File: config.mk
export PLATFORM = sky130hd
export DESIGN_NAME = smc_core
export DESIGN_NICKNAME = d
export VERILOG_FILES = /design/src/core/smc_pkg.sv /design/src/core/smc_quad.sv /design/src/core/smc_core.sv
export SDC_FILE = /design/constraint.sdc
export NUM_CORES = 1
export LEC_CHECK = 0
export BUFFER_PORTS_ARGS = -buffer_cell sky130_fd_sc_hd__buf_4
export CORE_AREA = 3 3 271 273
export DETAILED_ROUTE_END_ITERATION = 12
export DIE_AREA = 0 0 274 276
export SETUP_SLACK_MARGIN = 0.2
export SKIP_LAST_GASP = 1
export SLEW_MARGIN = 15
export SYNTH_ARGS = -nofsm -noshare
export SYNTH_HDL_FRONTEND = slang
export SYNTH_HIERARCHICAL = 1
export SYNTH_SLANG_ARGS = --single-unit
File: constraint.sdc
create_clock -name CLK_IN -period 8.6 [get_ports CLK_IN]
set_clock_uncertainty 0.15 [all_clocks]
set_input_delay 0 -clock CLK_IN [delete_from_list [all_inputs] [get_ports CLK_IN]]
set_output_delay 0 -clock CLK_IN [all_outputs]
set_load 0.02 [all_outputs]
File: src/core/smc_pkg.sv
// Shared constants and types for the stepper motion core.
// Assumes one 50 MHz clock and a synchronous active-low reset.
package smc_pkg;
    localparam int unsigned CLK_HZ = 50_000_000;
    localparam int unsigned STEP_HZ = 16_000;
    localparam int unsigned STEP_CYC = CLK_HZ / STEP_HZ;
    localparam logic [11:0] TICK_LAST = 12'(STEP_CYC - 1);
    localparam int unsigned VEL_US = 1000;
    localparam int unsigned VEL_CYC_DEF = (CLK_HZ / 1_000_000) * VEL_US;
    localparam int unsigned PD_BYTES = 36;
    localparam int unsigned PD_W = PD_BYTES * 8;
    // Index areas of the object dictionary
    localparam logic [15:0] GEN_LO = 16'h1000;
    localparam logic [15:0] GEN_HI = 16'h6fff;
    localparam logic [15:0] DIO_LO = 16'h7000;
    localparam logic [15:0] DIO_HI = 16'h7fff;
    localparam logic [15:0] AXIS_LO = 16'h8000;
    localparam logic [15:0] AXIS_HI = 16'h8fff;
    localparam logic [15:0] OBJ_IDENT = 16'h1000;
    localparam logic [15:0] OBJ_DIO = 16'h7000;
    localparam logic [15:0] OBJ_AXIS = 16'h8000;
    localparam logic [7:0] IDENT_SUBS = 8'h01;
    localparam logic [7:0] DIO_SUBS = 8'h01;
    localparam logic [7:0] AXIS_SUBS = 8'h06;
    localparam logic [7:0] SUB_CNT = 8'h00;
    localparam logic [7:0] SUB_ID = 8'h01;
    localparam logic [7:0] SUB_LVL = 8'h01;
    localparam logic [7:0] SUB_CTL = 8'h01;
    localparam logic [7:0] SUB_AMP = 8'h02;
    localparam logic [7:0] SUB_LIMP = 8'h03;
    localparam logic [7:0] SUB_LIMN = 8'h04;
    localparam logic [7:0] SUB_POS = 8'h05;
    localparam logic [7:0] SUB_VEL = 8'h06;
    // Arbitrary value, identifies nothing real
    localparam logic [31:0] DEV_ID = 32'h0000_5a01;
    // Control word bits
    localparam int unsigned CTL_EN = 0;
    localparam int unsigned CTL_DIR = 1;
    localparam int unsigned CTL_QUAD = 2;
    localparam int unsigned CTL_LIM = 3;
    // Status byte bits
    localparam int unsigned ST_LIM = 0;
    localparam int unsigned ST_NEG = 1;
    localparam int unsigned ST_ENCERR = 2;
    // Fixed process image layout, bit offsets
    localparam int unsigned PDO_CTL_LSB = 0;
    localparam int unsigned PDO_AMP_LSB = 32;
    localparam int unsigned PDI_POS_LSB = 0;
    localparam int unsigned PDI_VEL_LSB = 32;
    localparam int unsigned PDI_ST_LSB = 64;
    localparam int unsigned PDI_PH_LSB = 72;
    localparam logic [31:0] CTL_RST = 32'h0000_0000;
    localparam logic [7:0] AMP_RST = 8'h00;
    localparam logic [31:0] LIMP_RST = 32'h7fff_ffff;
    localparam logic [31:0] LIMN_RST = 32'h8000_0000;
    // Micro-step table, a quarter wave of 64 positions
    localparam logic [5:0] PH_QTR = 6'h10;
    localparam logic [4:0] QTR_STEPS = 5'h10;
    localparam logic [16:0][7:0] SIN_Q = {
        8'h7f, 8'h7e, 8'h7d, 8'h7a, 8'h75, 8'h70, 8'h6a, 8'h62, 8'h5a,
        8'h51, 8'h47, 8'h3c, 8'h31, 8'h25, 8'h19, 8'h0c, 8'h00};

    typedef enum logic [1:0] {
        SMC_AREA_NONE, SMC_AREA_GEN, SMC_AREA_DIO, SMC_AREA_AXIS
    } smc_area_t;
    typedef struct packed {
        logic a;
        logic b;
    } smc_enc_t;
    typedef struct packed {
        logic valid;
        logic wr;
        logic [15:0] index;
        logic [7:0] sub;
        logic [31:0] data;
    } smc_req_t;
    typedef struct packed {
        logic ack;
        logic err;
        logic [31:0] data;
    } smc_ack_t;
    typedef struct packed {
        smc_enc_t s1;
        smc_enc_t s2;
        smc_enc_t s3;
        smc_enc_t ab;
        logic signed [31:0] pos;
        logic err;
    } smc_quad_st_t;
    typedef struct packed {
        logic [11:0] tick;
        logic [5:0] ph;
        logic [31:0] ctl;
        logic [7:0] amp;
        logic signed [31:0] limp;
        logic signed [31:0] limn;
        logic signed [31:0] prev;
        logic signed [31:0] vel;
        logic [31:0] vcnt;
        logic lim;
        logic encerr;
        smc_ack_t ack;
        logic signed [15:0] csin;
        logic signed [15:0] ccos;
        logic [PD_W-1:0] pdi;
    } smc_core_st_t;
endpackage

File: src/core/smc_quad.sv
// Quadrature encoder evaluator with 1-fold and 4-fold counting.
// Assumes raw encoder pins, asynchronous to the clock.
`timescale 1ns/1ps
module smc_quad (
    input wire logic clk_in,
    input wire logic rst_n_in,
    input wire smc_pkg::smc_enc_t enc_in,
    input wire logic quad_in,
    output smc_pkg::smc_enc_t lvl_out,
    output logic signed [31:0] pos_out,
    output logic err_out
);
    import smc_pkg::*;
    smc_quad_st_t q, d;
    logic take;
    logic up;

    always_comb begin
        d = q;
        d.s1 = enc_in;
        d.s2 = q.s1;
        d.s3 = q.s2;
        d.err = 1'b0;
        take = (q.s2 == q.s3) && (q.s3 != q.ab);
        up = (q.s3.a != q.ab.b) && (q.s3.b == q.ab.a);
        if (take) begin
            d.ab = q.s3;
            if (q.s3.a != q.ab.a && q.s3.b != q.ab.b) begin
                d.err = 1'b1;
            end else if (quad_in) begin
                d.pos = up ? q.pos + 32'sd1 : q.pos - 32'sd1;
            end else if (!q.ab.a && q.s3.a) begin
                d.pos = q.s3.b ? q.pos - 32'sd1 : q.pos + 32'sd1;
            end
        end
    end

    always_ff @(posedge clk_in) begin
        if (!rst_n_in) begin
            q <= '0;
        end else begin
            q <= d;
        end
    end

    assign lvl_out = q.ab;
    assign pos_out = q.pos;
    assign err_out = q.err;
endmodule

File: src/core/smc_core.sv
// Stepper motion core: object dictionary, process image, micro-steps,
// encoder. Assumes a host that keeps one acyclic request in flight.
`timescale 1ns/1ps
module smc_core #(
    parameter int unsigned VEL_CYC = smc_pkg::VEL_CYC_DEF
) (
    input wire logic CLK_IN,
    input wire logic RST_N_IN,
    input wire smc_pkg::smc_req_t ACYC_REQ_IN,
    output smc_pkg::smc_ack_t ACYC_ACK_OUT,
    input wire logic PD_OUT_STB_IN,
    input wire logic [smc_pkg::PD_W-1:0] PD_OUT_IN,
    output logic [smc_pkg::PD_W-1:0] PD_IN_OUT,
    input wire smc_pkg::smc_enc_t ENC_IN,
    output logic signed [15:0] CUR_SIN_OUT,
    output logic signed [15:0] CUR_COS_OUT,
    output logic LIMIT_OUT
);
    import smc_pkg::*;

    smc_core_st_t q, d;
    smc_enc_t lvl;
    logic signed [31:0] pos;
    logic enc_err;
    logic fire;
    logic vel_take;
    smc_area_t area;
    logic hit;
    logic wr_ok;
    logic [31:0] rdat;

    function automatic smc_area_t area_of(input logic [15:0] idx);
        if (idx >= GEN_LO && idx <= GEN_HI) begin
            return SMC_AREA_GEN;
        end else if (idx >= DIO_LO && idx <= DIO_HI) begin
            return SMC_AREA_DIO;
        end else if (idx >= AXIS_LO && idx <= AXIS_HI) begin
            return SMC_AREA_AXIS;
        end else begin
            return SMC_AREA_NONE;
        end
    endfunction

    function automatic logic signed [7:0] sin64(input logic [5:0] p);
        logic [4:0] k;
        logic [7:0] m;
        k = p[4] ? QTR_STEPS - {1'b0, p[3:0]} : {1'b0, p[3:0]};
        m = SIN_Q[k];
        return p[5] ? -$signed(m) : $signed(m);
    endfunction

    // Amplitude is unsigned, so the sign comes from the table alone
    function automatic logic signed [15:0] scale(
        input logic signed [7:0] s, input logic [7:0] amp);
        logic signed [16:0] pr;
        pr = s * $signed({1'b0, amp});
        return pr[15:0];
    endfunction

    smc_quad u_quad (
        .clk_in(CLK_IN),
        .rst_n_in(RST_N_IN),
        .enc_in(ENC_IN),
        .quad_in(q.ctl[CTL_QUAD]),
        .lvl_out(lvl),
        .pos_out(pos),
        .err_out(enc_err)
    );

    always_comb begin
        d = q;
        fire = (q.tick == TICK_LAST);
        d.tick = fire ? 12'h000 : q.tick + 12'h001;
        if (fire && q.ctl[CTL_EN]) begin
            d.ph = q.ctl[CTL_DIR] ? q.ph - 6'h01 : q.ph + 6'h01;
        end
        d.csin = scale(sin64(q.ph), q.amp);
        d.ccos = scale(sin64(6'(q.ph + PH_QTR)), q.amp);

        vel_take = (q.vcnt == 32'(VEL_CYC - 1));
        if (vel_take) begin
            d.vcnt = 32'h0000_0000;
            d.vel = pos - q.prev;
            d.prev = pos;
        end else begin
            d.vcnt = q.vcnt + 32'h0000_0001;
        end

        d.lim = q.ctl[CTL_LIM] && (pos > q.limp || pos < q.limn);

        // Sticky until the next cyclic write; a new error wins the clear
        if (PD_OUT_STB_IN) begin
            d.encerr = 1'b0;
        end
        if (enc_err) begin
            d.encerr = 1'b1;
        end

        // control word and amplitude taken from the image at once
        if (PD_OUT_STB_IN) begin
            d.ctl = PD_OUT_IN[PDO_CTL_LSB +: 32];
            d.amp = PD_OUT_IN[PDO_AMP_LSB +: 8];
        end

        area = area_of(ACYC_REQ_IN.index);
        hit = 1'b0;
        wr_ok = 1'b0;
        rdat = 32'h0000_0000;
        if (area == SMC_AREA_GEN && ACYC_REQ_IN.index == OBJ_IDENT) begin
            hit = 1'b1;
            if (ACYC_REQ_IN.sub == SUB_CNT) begin
                rdat = 32'(IDENT_SUBS);
            end else if (ACYC_REQ_IN.sub == SUB_ID) begin
                rdat = DEV_ID;
            end else begin
                hit = 1'b0;
            end
        end else if (area == SMC_AREA_DIO &&
                     ACYC_REQ_IN.index == OBJ_DIO) begin
            hit = 1'b1;
            if (ACYC_REQ_IN.sub == SUB_CNT) begin
                rdat = 32'(DIO_SUBS);
            end else if (ACYC_REQ_IN.sub == SUB_LVL) begin
                rdat = {30'h0, lvl.a, lvl.b};
            end else begin
                hit = 1'b0;
            end
        end else if (area == SMC_AREA_AXIS &&
                     ACYC_REQ_IN.index == OBJ_AXIS) begin
            hit = 1'b1;
            wr_ok = 1'b1;
            if (ACYC_REQ_IN.sub == SUB_CNT) begin
                rdat = 32'(AXIS_SUBS);
                wr_ok = 1'b0;
            end else if (ACYC_REQ_IN.sub == SUB_CTL) begin
                rdat = q.ctl;
            end else if (ACYC_REQ_IN.sub == SUB_AMP) begin
                rdat = 32'(q.amp);
            end else if (ACYC_REQ_IN.sub == SUB_LIMP) begin
                rdat = q.limp;
            end else if (ACYC_REQ_IN.sub == SUB_LIMN) begin
                rdat = q.limn;
            end else if (ACYC_REQ_IN.sub == SUB_POS) begin
                rdat = pos;
                wr_ok = 1'b0;
            end else if (ACYC_REQ_IN.sub == SUB_VEL) begin
                rdat = q.vel;
                wr_ok = 1'b0;
            end else begin
                hit = 1'b0;
                wr_ok = 1'b0;
            end
        end

        d.ack = '0;
        if (ACYC_REQ_IN.valid) begin
            d.ack.ack = 1'b1;
            d.ack.err = !hit || (ACYC_REQ_IN.wr && !wr_ok);
            d.ack.data = ACYC_REQ_IN.wr ? 32'h0000_0000 : rdat;
            // Acyclic writes land after the cyclic ones, so they win
            if (ACYC_REQ_IN.wr && wr_ok) begin
                if (ACYC_REQ_IN.sub == SUB_CTL) begin
                    d.ctl = ACYC_REQ_IN.data;
                end else if (ACYC_REQ_IN.sub == SUB_AMP) begin
                    d.amp = ACYC_REQ_IN.data[7:0];
                end else if (ACYC_REQ_IN.sub == SUB_LIMP) begin
                    d.limp = ACYC_REQ_IN.data;
                end else begin
                    d.limn = ACYC_REQ_IN.data;
                end
            end
        end

        d.pdi = '0;
        d.pdi[PDI_POS_LSB +: 32] = pos;
        d.pdi[PDI_VEL_LSB +: 32] = q.vel;
        d.pdi[PDI_ST_LSB + ST_LIM] = q.lim;
        d.pdi[PDI_ST_LSB + ST_NEG] = q.vel[31];
        d.pdi[PDI_ST_LSB + ST_ENCERR] = q.encerr;
        d.pdi[PDI_PH_LSB +: 6] = q.ph;
    end

    always_ff @(posedge CLK_IN) begin
        if (!RST_N_IN) begin
            q <= '0;
            q.ctl <= CTL_RST;
            q.amp <= AMP_RST;
            q.limp <= LIMP_RST;
            q.limn <= LIMN_RST;
        end else begin
            q <= d;
        end
    end

    assign PD_IN_OUT = q.pdi;
    assign ACYC_ACK_OUT = q.ack;
    assign CUR_SIN_OUT = q.csin;
    assign CUR_COS_OUT = q.ccos;
    assign LIMIT_OUT = q.lim;
endmodule

==> results of run 1 <==
[stage by stage]
| step | area, um^2 | util [%] | setup WS, ps |
|---|---|---|---|
| 2_1_floorplan | 28200 | - | 1650 |
| 3_3_place_gp | 27900 | 39.1 | 1050 |
| 3_5_place_dp | 27900 | 39.1 | 981 |
| 4_1_cts | 30700 | 43.0 | 934 |
| 5_1_grt | 30700 | 43.0 | 413 |
| 6_report | 30700 | 43.0 | 954 |
[routing by layer]
layer,wire length (um),GRT usage (%),up-vias,share of wire (%)
met2,36200,32.6,576,47
met5,0,0,-,0
li1,-,-,10625,-
met1,34700,26.8,10211,45
met4,2010,5.87,0,2.6
met3,4220,2.80,121,5.5
[flip-flops by register name, summed over array words and instances (netlist names)]
register        count
d                  39
CUR_SIN_OUT        16
q                 180
u_quad/q            2
ACYC_ACK_OUT       34
LIMIT_OUT           1
u_quad/pos_out     32
u_quad/d            4
u_quad/err_out      1
PD_IN_OUT          72
u_quad/lvl_out      2
CUR_COS_OUT        16
[cells in the mapped netlist (42+ instances only)]
master | number | area share [%]
and2_1 | 169 | 3.9
a21oi_1 | 194 | 3.5
clkbuf_1 | 98 | 1.3
nor2_1 | 281 | 3.9
a21o_1 | 42 | 1.2
xor2_1 | 56 | 1.8
o211ai_1 | 43 | 1.2
mux2i_1 | 98 | 3.6
xnor2_1 | 68 | 2.2
nand2_1 | 239 | 3.3
ha_1 | 194 | 8.9
a211oi_1 | 79 | 2.2
inv_1 | 255 | 3.5
o21ai_0 | 74 | 1.4
buf_4 | 390 | 11
fa_1 | 76 | 5.6
dfxtp_1 | 399 | 29
nand3_1 | 53 | 0.97
[power groups by stage]
stage | Clock, mW | Sequential (mW) | Combinational [mW]
global placement | 0 | 1.95 | 0.557
finish | 2.20 | 1.91 | 0.603
detailed placement | 0 | 1.95 | 0.560
global route | 2.33 | 1.92 | 0.673
CTS | 2.27 | 1.91 | 0.602
floorplan | 0 | 1.94 | 0.509
[cells in the final DEF (no fill, tap or decap), types with 79 or more instances in the layout]
master         count
and2_1           167
nand2_1          238
ha_1             194
dfxtp_1          399
a211oi_1          79
conb_1           215
mux2i_1           98
buf_4            272
nor2_1           280
inv_1            254
a21oi_1          194
dlygate4sd3_1    113
[worst reg2reg max path, delay by kind of cell, from the launching register on]
kind | cells | cell delay, ps
flops | 1 | 580
compound gates | 6 | 1280
simple gates | 6 | 1000
mux | 1 | 140
buf+inv | 5 | 380
fa+ha+maj | 7 | 2890
xor+xnor | 3 | 1080
[final cells by class]
| cell class | count | area share [%] |
|---|---|---|
| multi-input cells | 2288 | 51.1 |
| flip-flops and latches | 399 | 26.0 |
| well taps | 950 | 3.87 |
| clock inverters | 21 | 1.19 |
| clock buffers | 67 | 4.34 |
| repair buffers | 385 | 10.3 |
| inverters | 256 | 3.14 |
| diodes | 3 | 0.0244 |
[kinds of logic after synthesis]
family,after synthesis
AND/OR/NAND/NOR,1014
buffers and inverters,784
AO/OA/AOI/OAI,563
flip-flops,399
adder cells (fa/ha/maj),270
XOR/XNOR,128
multiplexers,98
other,1
[final timing paths]
| kind | start | end | slack (ps) |
|---|---|---|---|
| worst max-delay path | d[73] | CUR_SIN_OUT[15] | 950 |
| worst min-delay path | ACYC_REQ_IN[25] | q[509] | 60 |
| worst max register to register | d[73] | CUR_SIN_OUT[15] | 950 |
| worst min register to register | u_quad/d[38] | u_quad/d[36] | 280 |
[timing repair]
action	in CTS	in global routing
buffers inserted	0	0
hold buffers	113	0
endpoints found under the hold margin	152	0
setup endpoints to repair	0	0
==> flow_summary_export.csv, run 1 <==
group,metric,value,unit
outcome,status,"complete, no violations",
power,seqPwrFrac,40.6,%
cells_and_area,multi_input_comb_area,0.0157,mm^2
sta,setup_violations,0,
synth,synthSimpleGateAreaFrac,18.5,%
sta,tightest_slew,1100,ps
cells_and_area,ff_latch_area,0.00799,mm^2
synth,syn_inst,3257,
route,ant_nets,0,
sta,fmax,131,MHz
power,power_frac_comb,12.8,%
grt,grt_pass1_vias,20703,
die,dieArea,0.0756,mm^2
route,drt_iter0_markers,1489,
cts,htreeDepth,2,
synth,syn_area,0.0274,mm^2
cts,cts_buffers,48,
synth,synthMuxAreaShare,3.58,%
power,sw_frac_of_total,26.4,%
cts,cts_resized,0,
synth,synth_fa_ha_area_share,14.4,%
critical_path,r2r_cells,28,
synth,synth_top_family_by_area,"simple AND/OR/NAND/NOR gates",
hold_path,holdPathStages,4,
cells_and_area,drive_gt1_share,11.6,%
route,wire_per_inst,17.7,um
cts,clk_path_buf_depth,3,
power,p_clk_share,46.7,%
sta,slew_headroom,26.4,%
power,total_power,4.72,mW
synth,ys_ff_latch,399,
cells_and_area,synthToLayoutAreaGrowth,12.2,%
power,p_int,3.47,mW
hold_path,worstHoldPathType,"input port to register",
sta,fin_crit_sh,88.9,%
grt,grt_start_max_net_pins,68,
place,placed_cells,4165,
route,drc,0,
sta,setup_tns,0,ps
sta,fin_crit,7650,ps
critical_path,crit_required,8900,ps
critical_path,path_buf_inv,5,
sta,rsz0062_at_grt,"no",
route,totalWireLength,77200,um
die,num_rows,98,
run,cap_violations,0,
grt,grt_use_total,19.8,%
critical_path,crit_type,"register to register",
power,p_leak,14.0,nW
die,io_pins,706,
route,vias,21533,
critical_path,critical_path.most_common_cell,"inv_1",
sta,hold_ws,58.3,ps
synth,ys.warnings.count,6,
route,drt_pre_antenna_iters,6,
synth,ys_seq_area_share,29.2,%
cells_and_area,instances_no_fill,4369,
cells_and_area,nNetsFinal,3999,
route,viasPerCell,4.93,
grt,grt_overflow_total,0,
cts,cts_tree,"built",
die,start_util,38.3,%
grt,antenna_found_initial,2,
place,gp_congestion,0.887,
critical_path,crit_cells,28,
synth,async_flop_share,0,%
die,core,0.0714,mm^2
power,power_density,154,mW/mm^2
synth,synth_xor_area_share,4.21,%
cts,clk_latency,590,ps
synth,avgSynthCellArea,8.40,um^2
sta,slew_viol_final,0,
power,vdd_drop_max,0.116,mV
critical_path,critPathCaptureType,"register",
synth,synthFlopType,"dfxtp_1",
grt,grt_pass1_wl,119000,um
cts,root_buffer,"clkbuf_16",
critical_path,slowest_delay,580,ps
cts,cts.sinks,399,
die,die_h,276,um
synth,synth-compound-area-share,13.6,%
critical_path,critPathMaxFanout,11,
critical_path,cp-start-kind,"register",
sta,finalHoldViolations,0,
synth,synth_edf_count,0,
cells_and_area,final.fill_count,7169,
die,die_w,274,um
cts,cts.clk_slew.worst_paths,60,ps
critical_path,arrival,7940,ps
place,port-buffer-count,242,
critical_path,path_delay_family,"adder cells",
critical_path,slowest_stage,"dfxtp_1",
power,p_switching,1.25,mW
place,dp_hpwl,55800,um
synth,synth_cell_types,96,
No activity file was read; power rests on OpenSTA's default activity.
==> run 2, diff against run 1 <==
Settings changed: ABC_AREA set to 1, CORE_AREA 3 3 271 273 to 3 3 276 278, DIE_AREA 0 0 274 276 to 0 0 279 281.
==> run 2 against run 1 <==
Effect of this change:
- clock-buffer cell count increased by 7
- area after synthesis grew 4.2%
- worst hold slack got worse by 29 ps
- combinational power rose by 16%
- die area is 3.7% higher
- total power grew 1.6%
- global-route usage up 2.1 points
- critical endpoint is now CUR_SIN_OUT[12]
- largest cell class unchanged
==> flow_summary_export.csv, run 2 <==
group,metric,value,unit
power,vdd_drop_max,0.115,mV
cells_and_area,synthToLayoutAreaGrowth,12.2,%
cts,postCtsSetupBuffers,0,
outcome,status,"complete, no violations",
cts,cts.clk_slew.worst_paths,60,ps
critical_path,critical_path.most_common_cell,"inv_1",
sta,setup_violations,0,
die,start_util,38.4,%
power,seqPwrFrac,39.8,%
hold_path,hold_start,"ACYC_REQ_IN[39]",
power,p_leak,16.5,nW
grt,grt_start_max_net_pins,74,
sta,slew_headroom,20.8,%
cts,clk_latency,590,ps
cells_and_area,final_common_cell,"nand2_1",
sta,fmax,141,MHz
cells_and_area,design_area,0.0320,mm^2
synth,synthFlopType,"dfxtp_1",
route,totalWireLength,88400,um
place,gp_congestion,0.923,
sta,fin_crit_sh,82.3,%
sta,slew_viol_final,0,
critical_path,arrival,7410,ps
die,num_rows,100,
critical_path,slowest_stage,"fa_1",
grt,grt_use_total,21.9,%
synth,ys_seq_area_share,28.0,%
cts,cts_buffers,49,
sta,setup_tns,0,ps
power,power_density,150,mW/mm^2
die,die_h,281,um
hold_path,worstHoldPathType,"input port to register",
synth,synth_edf_count,0,
synth,async_flop_share,0,%
power,power_frac_comb,14.5,%
cts,cts_tree,"built",
synth,ys_ff_latch,399,
critical_path,critPathCaptureType,"register",
synth,synth.most_common_cell,"nand2_1",
place,port-buffer-count,242,
synth,synth_area_leaders,"dfxtp_1, buf_4, nand2_1",
grt,grt_pass1_wl,135000,um
route,viasPerCell,4.81,
cells_and_area,regMostFlops,"q",
place,dp_hpwl,67600,um
cts,root_buffer,"clkbuf_16",
cells_and_area,drive_gt1_share,10.4,%
power,sw_frac_of_total,28.0,%
critical_path,slowest_delay,570,ps
cells_and_area,final_cell_mix,"nand2_1, inv_1, nor2_1",
cts,htreeDepth,2,
power,p_switching,1.34,mW
grt,gr-usage-met3,2.99,%
place,placed_cells,5000,
critical_path,crit_type,"register to register",
die,core,0.0742,mm^2
route,vias,25091,
cts,clk_path_buf_depth,3,
power,p_int,3.45,mW
cts,cts_hold_buf,116,
synth,syn_inst,4047,
cts,cts.sinks,399,
place,placed_cell_area,0.0291,mm^2
critical_path,cp-start-kind,"register",
sta,fin_crit,7080,ps
synth,ys.warnings.count,6,
power,p_clk_share,45.7,%
sta,tightest_slew,1180,ps
sta,finalHoldViolations,0,
grt,use_met2,37.7,%
synth,synth_cell_types,58,
synth,yosys.area.top_type,"dfxtp_1",
route,drt_pre_antenna_iters,6,
synth,synth_commonest_cells,"nand2_1, inv_1, nor2_1, buf_4, dfxtp_1",
synth,avgSynthCellArea,7.05,um^2
run,cap_violations,0,
die,dieArea,0.0784,mm^2
route,drt_iter0_markers,1795,
grt,antenna_found_initial,8,
grt,top_usage_layer,"met2",
route,ant_nets,0,
cells_and_area,fin_util,43.1,%
synth,synth_top_area_share,28.0,%
grt,met1_usage,27.8,%
die,io_pins,706,
cells_and_area,instances_no_fill,5212,
synth,syn_area,0.0285,mm^2
sta,hold_ws,29.6,ps
cts,cts_resized,0,
critical_path,crit_required,8930,ps
critical_path,reg2reg_from,"d[73]",
sta,rsz0062_at_grt,"no",
critical_path,critPathMaxFanout,8,
cells_and_area,largest_reg_flops,180,
grt,grt_overflow_total,0,
die,die_w,279,um
cells_and_area,nNetsFinal,4819,
route,wire_per_inst,17.0,um
grt,grt_pass1_vias,23537,
critical_path,startpoint,"d[73]",
route,drc,0,
## run 2: stage by stage
stage                     power, mW  worst slack [ps]
final                          4.80              1520
after global routing           5.01               859
after CTS                      4.85              1560
after detailed placement       2.60              1610
after global placement         2.59              1620
after floorplan                2.51              2240
## run 2: power groups by stage
stage | Clock [mW] | Combinational (mW) | Sequential, mW
floorplan | 0 | 0.574 | 1.94
global placement | 0 | 0.643 | 1.95
detailed placement | 0 | 0.648 | 1.95
CTS | 2.24 | 0.694 | 1.91
global route | 2.32 | 0.783 | 1.91
finish | 2.19 | 0.697 | 1.91
## run 2: kinds of logic after synthesis
group / count (synthesis) / share of synthesized area [%]
compound gates: 668 / 13.0
xor+xnor: 53 / 1.71
fa+ha+maj: 270 / 13.8
buf+inv: 1118 / 20.2
flops: 399 / 28.0
mux: 25 / 0.987
other cells: 1 / 0.0131
simple gates: 1513 / 22.2
## run 2: final timing paths
| kind | endpoint | slack, ps | cells after the start |
|---|---|---|---|
| hold / removal | ACYC_ACK_OUT[8] | 30 | 7 |
| setup / recovery | CUR_SIN_OUT[12] | 1520 | 31 |
| hold reg to reg | u_quad/d[35] | 270 | 2 |
| setup reg to reg | CUR_SIN_OUT[12] | 1520 | 31 |
## run 2: layout make-up
| class | instances | area (um^2) |
|---|---|---|
| Timing Repair Buffer | 385 | 3180 |
| Tap cell | 969 | 1210 |
| Multi-Input combinational cell | 2744 | 15600 |
| Inverter | 619 | 2320 |
| Clock inverter | 17 | 210 |
| Fill cell | 7722 | 42200 |
| Clock buffer | 74 | 1500 |
| Sequential cell | 399 | 7990 |
| Antenna cell | 5 | 12.5 |
## run 2: worst max-delay path: cells and delay by family (launching register included)
kind	cells	cell delay (ps)
xor gates and xnor gates	1	420
and+or+nand+nor	10	1000
AOI/OAI and AO/OA	7	1240
DFF	1	540
buffers and inverters	6	460
adders and majority gates	7	3130
## run 2: metal layers
| metal | wire length, um | part of all wire [%] |
|---|---|---|
| met3 | 4470 | 5.1 |
| met1 | 38100 | 43 |
| met5 | 37 | 0.042 |
| met2 | 42500 | 48 |
| met4 | 3320 | 3.8 |
==> run 3, diff against run 2 <==
Settings changed: CORE_AREA 3 3 276 278 to 3 3 273 275, DIE_AREA 0 0 279 281 to 0 0 276 278.
Clock period 8.6 ns to 5.8 ns, I/O delays scaled along.
==> run 3 against run 2 <==
Effect of this change:
- the run now ends with setup timing left
- first-iteration DRC count is 1.9% lower
- non-clock buffer count is 135 higher
- design area is 5.7% higher
- sequential cell count stayed put
- final cell count is 2.3% higher
- total power is 52% higher
- maximum frequency is 19% higher
- core utilization is 3.5 points higher
- wire length is 3.5% higher
- setup slack worse by 1700 ps
- critical endpoint is now CUR_COS_OUT[15]
- largest cell class unchanged
- highest routed layer unchanged
==> flow_summary_export.csv, run 3 (synthesis gave the netlist of run 2 again) <==
group,metric,value,unit
grt,grt_overflow_total,0,
grt,grt_pass1_vias,24479,
grt,grt_use_total,22.9,%
die,io_pins,706,
cts,cts_buffers,49,
cells_and_area,final_cell_mix,"nand2_1, inv_1, nor2_1",
cts,cts.sinks,399,
die,dieArea,0.0767,mm^2
sta,fin_crit_sh,102,%
route,drc,0,
cts,clk_path_buf_depth,3,
critical_path,slowest_delay,490,ps
outcome,violations,"setup timing",
cells_and_area,regMostFlops,"q",
grt,grt_pass1_wl,140000,um
cts,cts_tree,"built",
outcome,status,"complete, but fails checks",
cts,clk_latency,600,ps
place,port-buffer-count,242,
run,cap_violations,0,
route,ant_nets,0,
critical_path,path_delay_family,"adder cells",
route,totalWireLength,91500,um
route,wire_per_inst,17.1,um
critical_path,cp-start-kind,"register",
die,num_rows,99,
critical_path,crit_type,"register to register",
cts,cts.clk_slew.worst_paths,60,ps
place,gp_congestion,0.952,
sta,hold_ws,44.1,ps
cells_and_area,synthToLayoutAreaGrowth,18.6,%
critical_path,path_buf_inv,9,
sta,setup_violations,7,
power,p_leak,17.3,nW
critical_path,slowest_stage,"fa_1",
sta,slew_headroom,34.7,%
grt,antenna_found_initial,6,
critical_path,arrival,6280,ps
grt,grt_start_max_net_pins,75,
hold_path,holdPathStages,3,
cells_and_area,drive_gt1_share,16.0,%
route,drt_iter0_markers,1761,
die,start_util,39.3,%
sta,setup_ws,-141,ps
sta,finalHoldViolations,0,
cells_and_area,fin_util,46.6,%
critical_path,critPathMaxFanout,6,
route,drt_pre_antenna_iters,6,
critical_path,critPathCaptureType,"register",
cts,htreeDepth,2,
sta,fin_crit,5940,ps
route,vias,25833,
cells_and_area,nNetsFinal,4954,
hold_path,worstHoldPathType,"input port to register",
place,dp_hpwl,69000,um
sta,rsz0062_at_grt,"yes",
die,die_w,276,um
sta,slew_viol_final,0,
critical_path,crit_cells,38,
cells_and_area,largest_reg_flops,180,
power,power_density,216,mW/mm^2
power,vdd_drop_max,0.403,mV
die,die_h,278,um
sta,tightest_slew,980,ps
cts,root_buffer,"clkbuf_16",
sta,fmax,168,MHz
die,core,0.0726,mm^2
critical_path,crit_required,6140,ps
critical_path,r2r_cells,38,
route,viasPerCell,4.84,
cells_and_area,final_common_cell,"nand2_1",
## run 3: cell types whose count changed in the layout (fill, tap and decap cells not counted), sizes merged
cell	change
bufinv	+2
clkbuf	-11
buf	+127
diode	-1
clkinvlp	+6
inv	-1
dlygate4sd3	+8
clkinv	+2
## run 3: final cells by class
type / instances / area (um^2)
antenna: 4 / 10.0
multi-input combinational: 2744 / 16300
tap: 959 / 1200
fill: 7478 / 38700
inverter: 619 / 2330
sequential: 399 / 7990
clock inverter: 26 / 325
clock buffer: 63 / 1380
timing repair buffer: 520 / 4320
## run 3: power breakdown
group | total (mW) | switching, mW | internal (mW)
clock network | 3.24 | 1.29 | 1.95
logic | 1.24 | 0.759 | 0.477
registers | 2.83 | 0.0365 | 2.80
## run 3: repair_timing
item	CTS	global route
setup endpoints to repair	15	19
pin swaps	40	59
gates resized for setup	48	83
cloned	0	0
hold buffers	125	0
hold endpoints to repair	202	0
setup buffers	15	13
## run 3: final timing paths
check	from	endpoint	slack [ps]
setup / recovery	d[72]	CUR_COS_OUT[15]	-140
setup reg to reg	d[72]	CUR_COS_OUT[15]	-140
hold / removal	ACYC_REQ_IN[20]	q[472]	40
hold reg to reg	u_quad/err_out	d[66]	270
## run 3: stage by stage
stage / TNS, ps / cells / power (mW) / setup slack, ps / cell area, um^2
6_report: -463 / 5334 / 7.31 / -141 / 33800
5_1_grt: -3650 / 5330 / 7.63 / -449 / 33800
4_1_cts: 0 / 5317 / 7.33 / 34.1 / 33400
3_5_place_dp: -311 / 5088 / 3.96 / -106 / 30200
3_3_place_gp: -91.0 / 5088 / 3.95 / -58.4 / 30200
2_1_floorplan: 0 / 4261 / 3.78 / 130 / 29700
## run 3: routing by layer
layer  track usage (%)  routed length [um]
met3              2.87                4820
met5                 0                  23
met1              29.5               39200
met2              39.4               44200
met4              8.06                3200
## run 3: worst register-to-register path: cells and delay by family, from the launching register on
family / cells / cell delay (ps)
flops: 1 / 360
fa+ha+maj: 8 / 2840
xor+xnor: 1 / 280
buf+inv: 9 / 600
simple gates: 19 / 1560
compound gates: 1 / 50
